`src/rtl/proc_hot_cfg.svh`:
```
// constants for the processor-hot alert profile block
// assumes a 100 MHz sys_clk; all times are kept in microseconds
`ifndef PROC_HOT_CFG_SVH
`define PROC_HOT_CFG_SVH

`define CLK_MHZ            100
`define CNT_W              21
`define EVT_W              7
`define THR_W              6
`define SEL_W              2
`define REG_W              16
`define ADDR_W             8

`define STATUS_ADDR        8'h3A
`define OPTION1_ADDR       8'h3D
`define OPTION1_RESET      16'h8120
`define OPTION1_WMASK      16'hFF7F

`define EVT_COMPARATOR     6
`define EVT_CRITICAL       5
`define EVT_NOMINAL        4
`define EVT_DISCHARGE      3
`define EVT_SYSVOLT        2
`define EVT_BATTERY        1
`define EVT_ADAPTER        0
`define NO_ADAPTER_KEEP    7'h4C
`define EVT_NONE           7'h00

`define DEG_SEL_0_US       1600
`define DEG_SEL_1_US       100
`define DEG_SEL_2_US       6000
`define DEG_SEL_3_US       12000
`define WIDTH_SEL_0_US     100
`define WIDTH_SEL_1_US     1000
`define WIDTH_SEL_2_US     10000
`define WIDTH_SEL_3_US     5000

`endif

```
`src/rtl/proc_hot_pkg.sv`:
```
// types shared by the processor-hot alert profile block
// assumes proc_hot_cfg.svh supplies the field widths
`include "proc_hot_cfg.svh"

package proc_hot_pkg;

  typedef struct packed
  {
    logic [`THR_W-1:0] threshold;
    logic [`SEL_W-1:0] deglitch_sel;
    logic              reserved;
    logic [`EVT_W-1:0] source_enable;
  } option1_t;

  typedef struct packed
  {
    logic              rd;
    logic              wr;
    logic [`ADDR_W-1:0] addr;
    logic [`REG_W-1:0]  wdata;
  } reg_req_t;

  typedef enum logic [0:0]
  {
    ALERT_HIGH,
    ALERT_LOW
  } alert_state_t;

endpackage

```
`src/rtl/processor_hot_event_profile.sv`:
```
// processor-hot alert profile: source enables, discharge event, alert pulse
// and the per-pulse event status register
// assumes the management bus decoder outside presents one-cycle rd/wr
// strobes with address and data; other events arrive already deglitched
`timescale 1ns/1ps
`include "proc_hot_cfg.svh"

// Notes on behaviour
// - six-bit discharge threshold in bits 15:10, 512 mA per code step
// - discharge event when current exceeds threshold; reset code 100000
// - bits 9:8 pick discharge deglitch: 1.6 ms, 100 us, 6 ms, 12 ms
// - bits 6:0 enable alert sources; all zero disables the alert
// - without adapter only comparator, discharge, system voltage enables act
// - enable bit map fixed; only critical current enabled at reset
// - adapter-good source fires once on its rising edge
// - every event firing during a pulse sets its status bit
// - status clears on first host read after the pin returns high
// - status also clears when the pin falls to start a pulse
// - status bit map matches events; one means triggered
// - status is read-only; bits 15:7 read zero
// - with extension, pin stays low until host writes release bit zero
// - without extension, pulse lasts at least the selected minimum width
module processor_hot_event_profile
#(
  parameter logic [`CNT_W-1:0] DEG_CYC_0   = `CNT_W'(`DEG_SEL_0_US * `CLK_MHZ),
  parameter logic [`CNT_W-1:0] DEG_CYC_1   = `CNT_W'(`DEG_SEL_1_US * `CLK_MHZ),
  parameter logic [`CNT_W-1:0] DEG_CYC_2   = `CNT_W'(`DEG_SEL_2_US * `CLK_MHZ),
  parameter logic [`CNT_W-1:0] DEG_CYC_3   = `CNT_W'(`DEG_SEL_3_US * `CLK_MHZ),
  parameter logic [`CNT_W-1:0] WIDTH_CYC_0 =
    `CNT_W'(`WIDTH_SEL_0_US * `CLK_MHZ),
  parameter logic [`CNT_W-1:0] WIDTH_CYC_1 =
    `CNT_W'(`WIDTH_SEL_1_US * `CLK_MHZ),
  parameter logic [`CNT_W-1:0] WIDTH_CYC_2 =
    `CNT_W'(`WIDTH_SEL_2_US * `CLK_MHZ),
  parameter logic [`CNT_W-1:0] WIDTH_CYC_3 =
    `CNT_W'(`WIDTH_SEL_3_US * `CLK_MHZ)
)
(
  // clock and reset
  input  wire logic                  sys_clk,
  input  wire logic                  srst,
  // register access from the management bus decoder
  input  wire proc_hot_pkg::reg_req_t reg_req,
  output logic [`REG_W-1:0]          reg_rdata,
  // monitored conditions
  input  wire logic                  adapter_present,
  input  wire logic [`EVT_W-1:0]     event_level,
  input  wire logic [`THR_W-1:0]     discharge_current_code,
  // pulse controls held in the neighbouring option register
  input  wire logic                  alert_extension_enable,
  input  wire logic [`SEL_W-1:0]     alert_min_width_select,
  input  wire logic                  alert_release_request,
  // alert pin and decoded settings
  output logic                       processor_hot_alert_n,
  output logic [`THR_W-1:0]          discharge_current_threshold,
  output logic [`SEL_W-1:0]          discharge_deglitch_select
);

  function automatic logic [`CNT_W-1:0] pick4
  (
    input logic [`SEL_W-1:0] sel,
    input logic [`CNT_W-1:0] c0,
    input logic [`CNT_W-1:0] c1,
    input logic [`CNT_W-1:0] c2,
    input logic [`CNT_W-1:0] c3
  );
    case (sel)
      2'h0:    pick4 = c0;
      2'h1:    pick4 = c1;
      2'h2:    pick4 = c2;
      default: pick4 = c3;
    endcase
  endfunction

  proc_hot_pkg::option1_t     opt_ff;
  proc_hot_pkg::option1_t     nxt_opt;
  logic [`EVT_W-1:0]          status_ff;
  logic [`EVT_W-1:0]          nxt_status;
  logic [`REG_W-1:0]          rdata_ff;
  logic [`REG_W-1:0]          nxt_rdata;
  proc_hot_pkg::alert_state_t state_ff;
  proc_hot_pkg::alert_state_t nxt_state;
  logic [`CNT_W-1:0]          width_ff;
  logic [`CNT_W-1:0]          nxt_width;
  logic                       armed_ff;
  logic                       nxt_armed;
  logic                       adapter_ff;
  logic                       nxt_adapter;
  logic                       disch_filt;
  logic [`CNT_W-1:0]          deg_limit;
  logic [`CNT_W-1:0]          width_limit;
  logic [`EVT_W-1:0]          active;
  logic [`EVT_W-1:0]          eff_mask;
  logic [`EVT_W-1:0]          fire;
  logic                       status_rd;
  logic                       width_done;

  assign deg_limit = pick4(opt_ff.deglitch_sel, DEG_CYC_0, DEG_CYC_1,
                           DEG_CYC_2, DEG_CYC_3);
  assign width_limit = pick4(alert_min_width_select, WIDTH_CYC_0,
                             WIDTH_CYC_1, WIDTH_CYC_2, WIDTH_CYC_3);

  event_deglitch u_disch_deglitch
  (
    .sys_clk  (sys_clk),
    .srst     (srst),
    .raw      (discharge_current_code > opt_ff.threshold),
    .limit    (deg_limit),
    .filtered (disch_filt)
  );

  // event sources; adapter-good fires on its rising edge only
  always_comb
  begin
    active = event_level;
    active[`EVT_DISCHARGE] = disch_filt;
    active[`EVT_ADAPTER] = event_level[`EVT_ADAPTER] & ~adapter_ff;
    nxt_adapter = event_level[`EVT_ADAPTER];
    eff_mask = opt_ff.source_enable;
    if (!adapter_present)
      eff_mask = eff_mask & `NO_ADAPTER_KEEP;
    fire = active & eff_mask;
  end

  assign status_rd = reg_req.rd && (reg_req.addr == `STATUS_ADDR);
  assign width_done = (width_ff >= width_limit);

  // alert pulse and per-pulse status
  always_comb
  begin
    nxt_state  = state_ff;
    nxt_width  = width_ff;
    nxt_armed  = armed_ff;
    nxt_status = status_ff;
    case (state_ff)
      proc_hot_pkg::ALERT_HIGH:
      begin
        if (status_rd && armed_ff)
        begin
          nxt_status = `EVT_NONE;
          nxt_armed  = 1'b0;
        end
        if (fire != `EVT_NONE)
        begin
          nxt_state  = proc_hot_pkg::ALERT_LOW;
          nxt_status = fire;
          nxt_width  = '0;
          nxt_armed  = 1'b0;
        end
      end
      proc_hot_pkg::ALERT_LOW:
      begin
        nxt_status = status_ff | fire;
        if (!width_done)
          nxt_width = width_ff + `CNT_W'(1);
        if (alert_extension_enable)
        begin
          if (!alert_release_request)
          begin
            nxt_state = proc_hot_pkg::ALERT_HIGH;
            nxt_armed = 1'b1;
          end
        end
        else if (width_done && fire == `EVT_NONE)
        begin
          nxt_state = proc_hot_pkg::ALERT_HIGH;
          nxt_armed = 1'b1;
        end
      end
      default:
      begin
        nxt_state = proc_hot_pkg::ALERT_HIGH;
      end
    endcase
  end

  // register file
  always_comb
  begin
    nxt_opt   = opt_ff;
    nxt_rdata = rdata_ff;
    if (reg_req.wr && reg_req.addr == `OPTION1_ADDR)
      nxt_opt = reg_req.wdata & `OPTION1_WMASK;
    if (reg_req.rd)
    begin
      case (reg_req.addr)
        `OPTION1_ADDR: nxt_rdata = opt_ff;
        `STATUS_ADDR:
          nxt_rdata = {{(`REG_W-`EVT_W){1'b0}}, status_ff};
        default:       nxt_rdata = '0;
      endcase
    end
  end

  always_ff @(posedge sys_clk)
  begin
    if (srst)
    begin
      opt_ff     <= `OPTION1_RESET;
      status_ff  <= `EVT_NONE;
      rdata_ff   <= '0;
      state_ff   <= proc_hot_pkg::ALERT_HIGH;
      width_ff   <= '0;
      armed_ff   <= 1'b0;
      adapter_ff <= nxt_adapter; // start at the pin level: no false edge
    end
    else
    begin
      opt_ff     <= nxt_opt;
      status_ff  <= nxt_status;
      rdata_ff   <= nxt_rdata;
      state_ff   <= nxt_state;
      width_ff   <= nxt_width;
      armed_ff   <= nxt_armed;
      adapter_ff <= nxt_adapter;
    end
  end

  assign reg_rdata = rdata_ff;
  assign processor_hot_alert_n = (state_ff != proc_hot_pkg::ALERT_LOW);
  assign discharge_current_threshold = opt_ff.threshold;
  assign discharge_deglitch_select = opt_ff.deglitch_sel;

endmodule

```
`src/rtl/event_deglitch.sv`:
```
// deglitch filter: output rises once the input has stood high long enough
// assumes the input is synchronous to sys_clk
`timescale 1ns/1ps
`include "proc_hot_cfg.svh"

module event_deglitch
(
  // clock and reset
  input  wire logic              sys_clk,
  input  wire logic              srst,
  // filter
  input  wire logic              raw,
  input  wire logic [`CNT_W-1:0] limit,
  output logic                   filtered
);

  logic [`CNT_W-1:0] cnt_ff;
  logic [`CNT_W-1:0] nxt_cnt;
  logic              filt_ff;
  logic              nxt_filt;

  always_comb
  begin
    nxt_cnt  = cnt_ff;
    nxt_filt = 1'b0;
    if (!raw)
      nxt_cnt = '0;
    else if (cnt_ff < limit)
      nxt_cnt = cnt_ff + `CNT_W'(1);
    else
      nxt_filt = 1'b1;
  end

  always_ff @(posedge sys_clk)
  begin
    if (srst)
    begin
      cnt_ff  <= '0;
      filt_ff <= 1'b0;
    end
    else
    begin
      cnt_ff  <= nxt_cnt;
      filt_ff <= nxt_filt;
    end
  end

  assign filtered = filt_ff;

endmodule

```
`config.mk`:
```
export PLATFORM = sky130hd
export DESIGN_NAME = processor_hot_event_profile
export DESIGN_NICKNAME = d
export VERILOG_FILES = /design/src/rtl/proc_hot_pkg.sv /design/src/rtl/processor_hot_event_profile.sv /design/src/rtl/event_deglitch.sv
export VERILOG_INCLUDE_DIRS = /design/src /design/src/rtl
export SDC_FILE = /design/constraint.sdc
export NUM_CORES = 1
export LEC_CHECK = 0
export BUFFER_PORTS_ARGS = -buffer_cell sky130_fd_sc_hd__clkbuf_2
export CAP_MARGIN = 20
export CORE_MARGIN = 10
export CORE_UTILIZATION = 52
export DETAILED_ROUTE_END_ITERATION = 16
export PLACE_DENSITY_LB_ADDON = 0.15
export SLEW_MARGIN = 20
export SYNTH_ARGS = -nofsm -noshare
export SYNTH_HDL_FRONTEND = slang
export SYNTH_SLANG_ARGS = --single-unit
```
`constraint.sdc`:
```
create_clock -name sys_clk -period 2.9 [get_ports sys_clk]
set_clock_uncertainty 0.15 [all_clocks]
set_input_delay 0.435 -clock sys_clk [delete_from_list [all_inputs] [get_ports sys_clk]]
set_output_delay 0.435 -clock sys_clk [all_outputs]
set_load 0.05 [all_outputs]
```
==> flow_summary.json <==
{
  "layout.nets": 703,
  "yosys_warnings": 0,
  "hold_violations": 0,
  "die_x_um": 114.2,
  "synth-async-reset-ratio_pct": 0,
  "setup_violations": 0,
  "antenna_found_initial": 0,
  "clk_pin_slew_worst_paths_ns": 0.10,
  "worst_pin_slew_ns": 0.6477,
  "cts_max_path_buffers": 2,
  "worstPathArrival_ns": 2.87,
  "yosys_register_bits": 83,
  "row_count": 34,
  "diodes": 0,
  "num_vias": 4133,
  "synth_top_area_share_pct": 36.00,
  "wire_per_inst_um": 15.62,
  "synth_seq_area_share_pct": 36.00,
  "drt-total-wl_um": 11370,
  "clk_latency_ns": 0.35,
  "grt_max_degree": 36,
  "cts_tree": "built",
  "drive_gt1_share_pct": 22.58,
  "ir_worst_vdd_v": 0.0002697,
  "synth_top_area_cell": "dfxtp_1",
  "synth_area_per_cell_um2": 8.532,
  "p_leak_uw": 0.002197,
  "crit_fanout": 9,
  "grt_usage_pct": 17.55,
  "crit_path_start_kind": "flip-flop",
  "place.gp.congestion": 0.8114,
  "synth_edf_count": 0,
  "hold_slack_ns": 0.05043,
  "numCtsBuffers": 9,
  "min_period_ns": 2.782,
  "drt-pass1-iter-count": 4,
  "regToRegSetupSlack_ns": 0.12,
  "dp_hpwl_um": 8740,
  "pwr_density_cell_nw_per_um2": 401.7,
  "clock_sinks": 83,
  "synthCells": 541,
  "area_delta_synth_final_pct": 17.89,
  "slew-limit-headroom_pct": 56.42,
  "viasPerCell": 5.677,
  "synth_cell_types": 59,
  "grt_pass1_wl_um": 19260,
  "fmax_mhz": 359.5,
  "dieArea_um2": 13050,
  "fp.coreArea_um2": 8678,
  "synth_ff_type": "dfxtp_1",
  "dr.first_iter.drc_count": 270,
  "status": "complete, no violations",
  "drt.antenna.violating_nets": 0,
  "critPathRequiredTime_ns": 2.99,
  "drv_slew": 0,
  "htree_num_levels": 3,
  "end_kind": "flip-flop",
  "maxCapViolations": 0,
  "io_pins": 71,
  "start_util_pct": 53.19,
  "crit_type": "flip-flop to flip-flop",
  "netlist_area_um2": 4616,
  "port_buffers": 67,
  "synthesis.nets": 629,
  "route.detailed.drc": 0,
  "grt_pass1_vias": 4123,
  "postCtsHoldBufs": 0,
  "synth.area.top_cells": "dfxtp_1 36%, ha_1 11%, a21oi_1 5.0%",
  "hold_path_class": "input port to flip-flop",
  "grt-ovfl-total": 0,
  "synth_common_cells": "83 x dfxtp_1, 53 x nand2_1, 46 x a21oi_1",
  "finalCritPeriodShare_pct": 95.92,
  "cts_root_buffer": "clkbuf_8",
  "die_height_um": 114.2,
  "synth_most_common_cell": "dfxtp_1",
  "power_uw": 2186
}
## critical path: stages, from the launching register on
cell and delay (ns):
dfxtp_2 0.35, inv_2 0.10, ha_1 0.19, inv_2 0.08, ha_1 0.31, inv_1 0.05, or4_4 0.55, nor3_4 0.17
buf_4 0.17, a211oi_4 0.06, buf_12 0.15, nand4_1 0.10, xor2_1 0.17, nor2_1 0.06
## logic make-up (layout without fill, tap and decap cells)
kind of cell	count (synthesis)	in the layout	synth area share, %
AO/OA/AOI/OAI	123	123	17.92
XOR/XNOR	23	23	4.364
adder cells (fa/ha/maj)	42	42	11.39
buffers and inverters	55	134	5.313
flip-flops	83	83	36.00
multiplexers	2	2	0.4337
other	1	1	0.08124
AND/OR/NAND/NOR	212	212	24.51
## power breakdown
part / total [uW] / switching [uW] / internal (uW) / leakage, uW
logic: 217 / 130 / 86.5 / 0.00143
registers: 1160 / 9.25 / 1150 / 0.000671
clock network: 810 / 475 / 335 / 0.0000922
total: 2190 / 615 / 1570 / 0.00220
## layer usage
metal | part of all wire [%] | vias up | GRT usage (%) | wire length, um
li1 | - | 2091 | - | -
met1 | 47 | 1965 | 22.55 | 5340
met2 | 48 | 71 | 28.28 | 5415
met3 | 4.7 | 6 | 4.612 | 531
met4 | 0.72 | 0 | 4.929 | 82
met5 | 0 | - | 0 | 0
## what timing repair did
action | 4_1_cts | 5_1_grt
endpoints found under the setup margin | 5 | 27
pin swaps | 0 | 8
resized for setup | 1 | 18
setup buffers | 0 | 1
hold endpoints to repair | 0 | 0
cloned | 0 | 0
## registers in the layout, summed over array words and instances (netlist names), 2 cells and up
| signal | cells |
|---|---|
| width_ff | 21 |
| opt_ff | 7 |
| reg_rdata | 15 |
| status_ff | 7 |
| discharge_current_threshold | 6 |
| u_disch_deglitch.cnt_ff | 21 |
| discharge_deglitch_select | 2 |
## worst paths after layout
check / from / end / cells past startpoint
min reg2reg: status_ff[6] / status_ff[6] / 2
max reg2reg: discharge_deglitch_select[0] / u_disch_deglitch.cnt_ff[10] / 13
max: discharge_deglitch_select[0] / u_disch_deglitch.cnt_ff[10] / 13
min: event_level[0] / adapter_ff / 1
## cells in the final DEF (no fill, tap or decap), types with 15 or more instances in the layout
cell      count
nand4_1      15
clkbuf_2     67
dfxtp_1      81
a21oi_1      44
inv_1        24
ha_1         37
nand3_1      33
buf_4        22
nor2_1       43
nand2_1      53
## through the flow
step / area (um^2) / TNS [ns] / setup WS (ns) / util, % / cells
2_1_floorplan: 4616 / 0 / 0.09126 / - / 541
3_3_place_gp: 5132 / -1.365 / -0.1396 / 59.14 / 711
3_5_place_dp: 5132 / -2.796 / -0.2434 / 59.14 / 711
4_1_cts: 5324 / 0 / 0.02412 / 61.35 / 727
5_1_grt: 5441 / -0.003544 / -0.003544 / 62.70 / 728
6_report: 5441 / 0 / 0.1184 / 62.70 / 728
## area by class of cell
class | instances | area (um^2)
fillers | 766 | 3237
multi-input cells | 403 | 2810
flip-flops and latches | 83 | 1664
repair buffers | 91 | 540.5
well taps | 108 | 135.1
clock buffers | 9 | 123.9
inverters | 27 | 101.3
clock inverters | 7 | 66.31
Note: power is estimated with default switching activity, not from simulation.
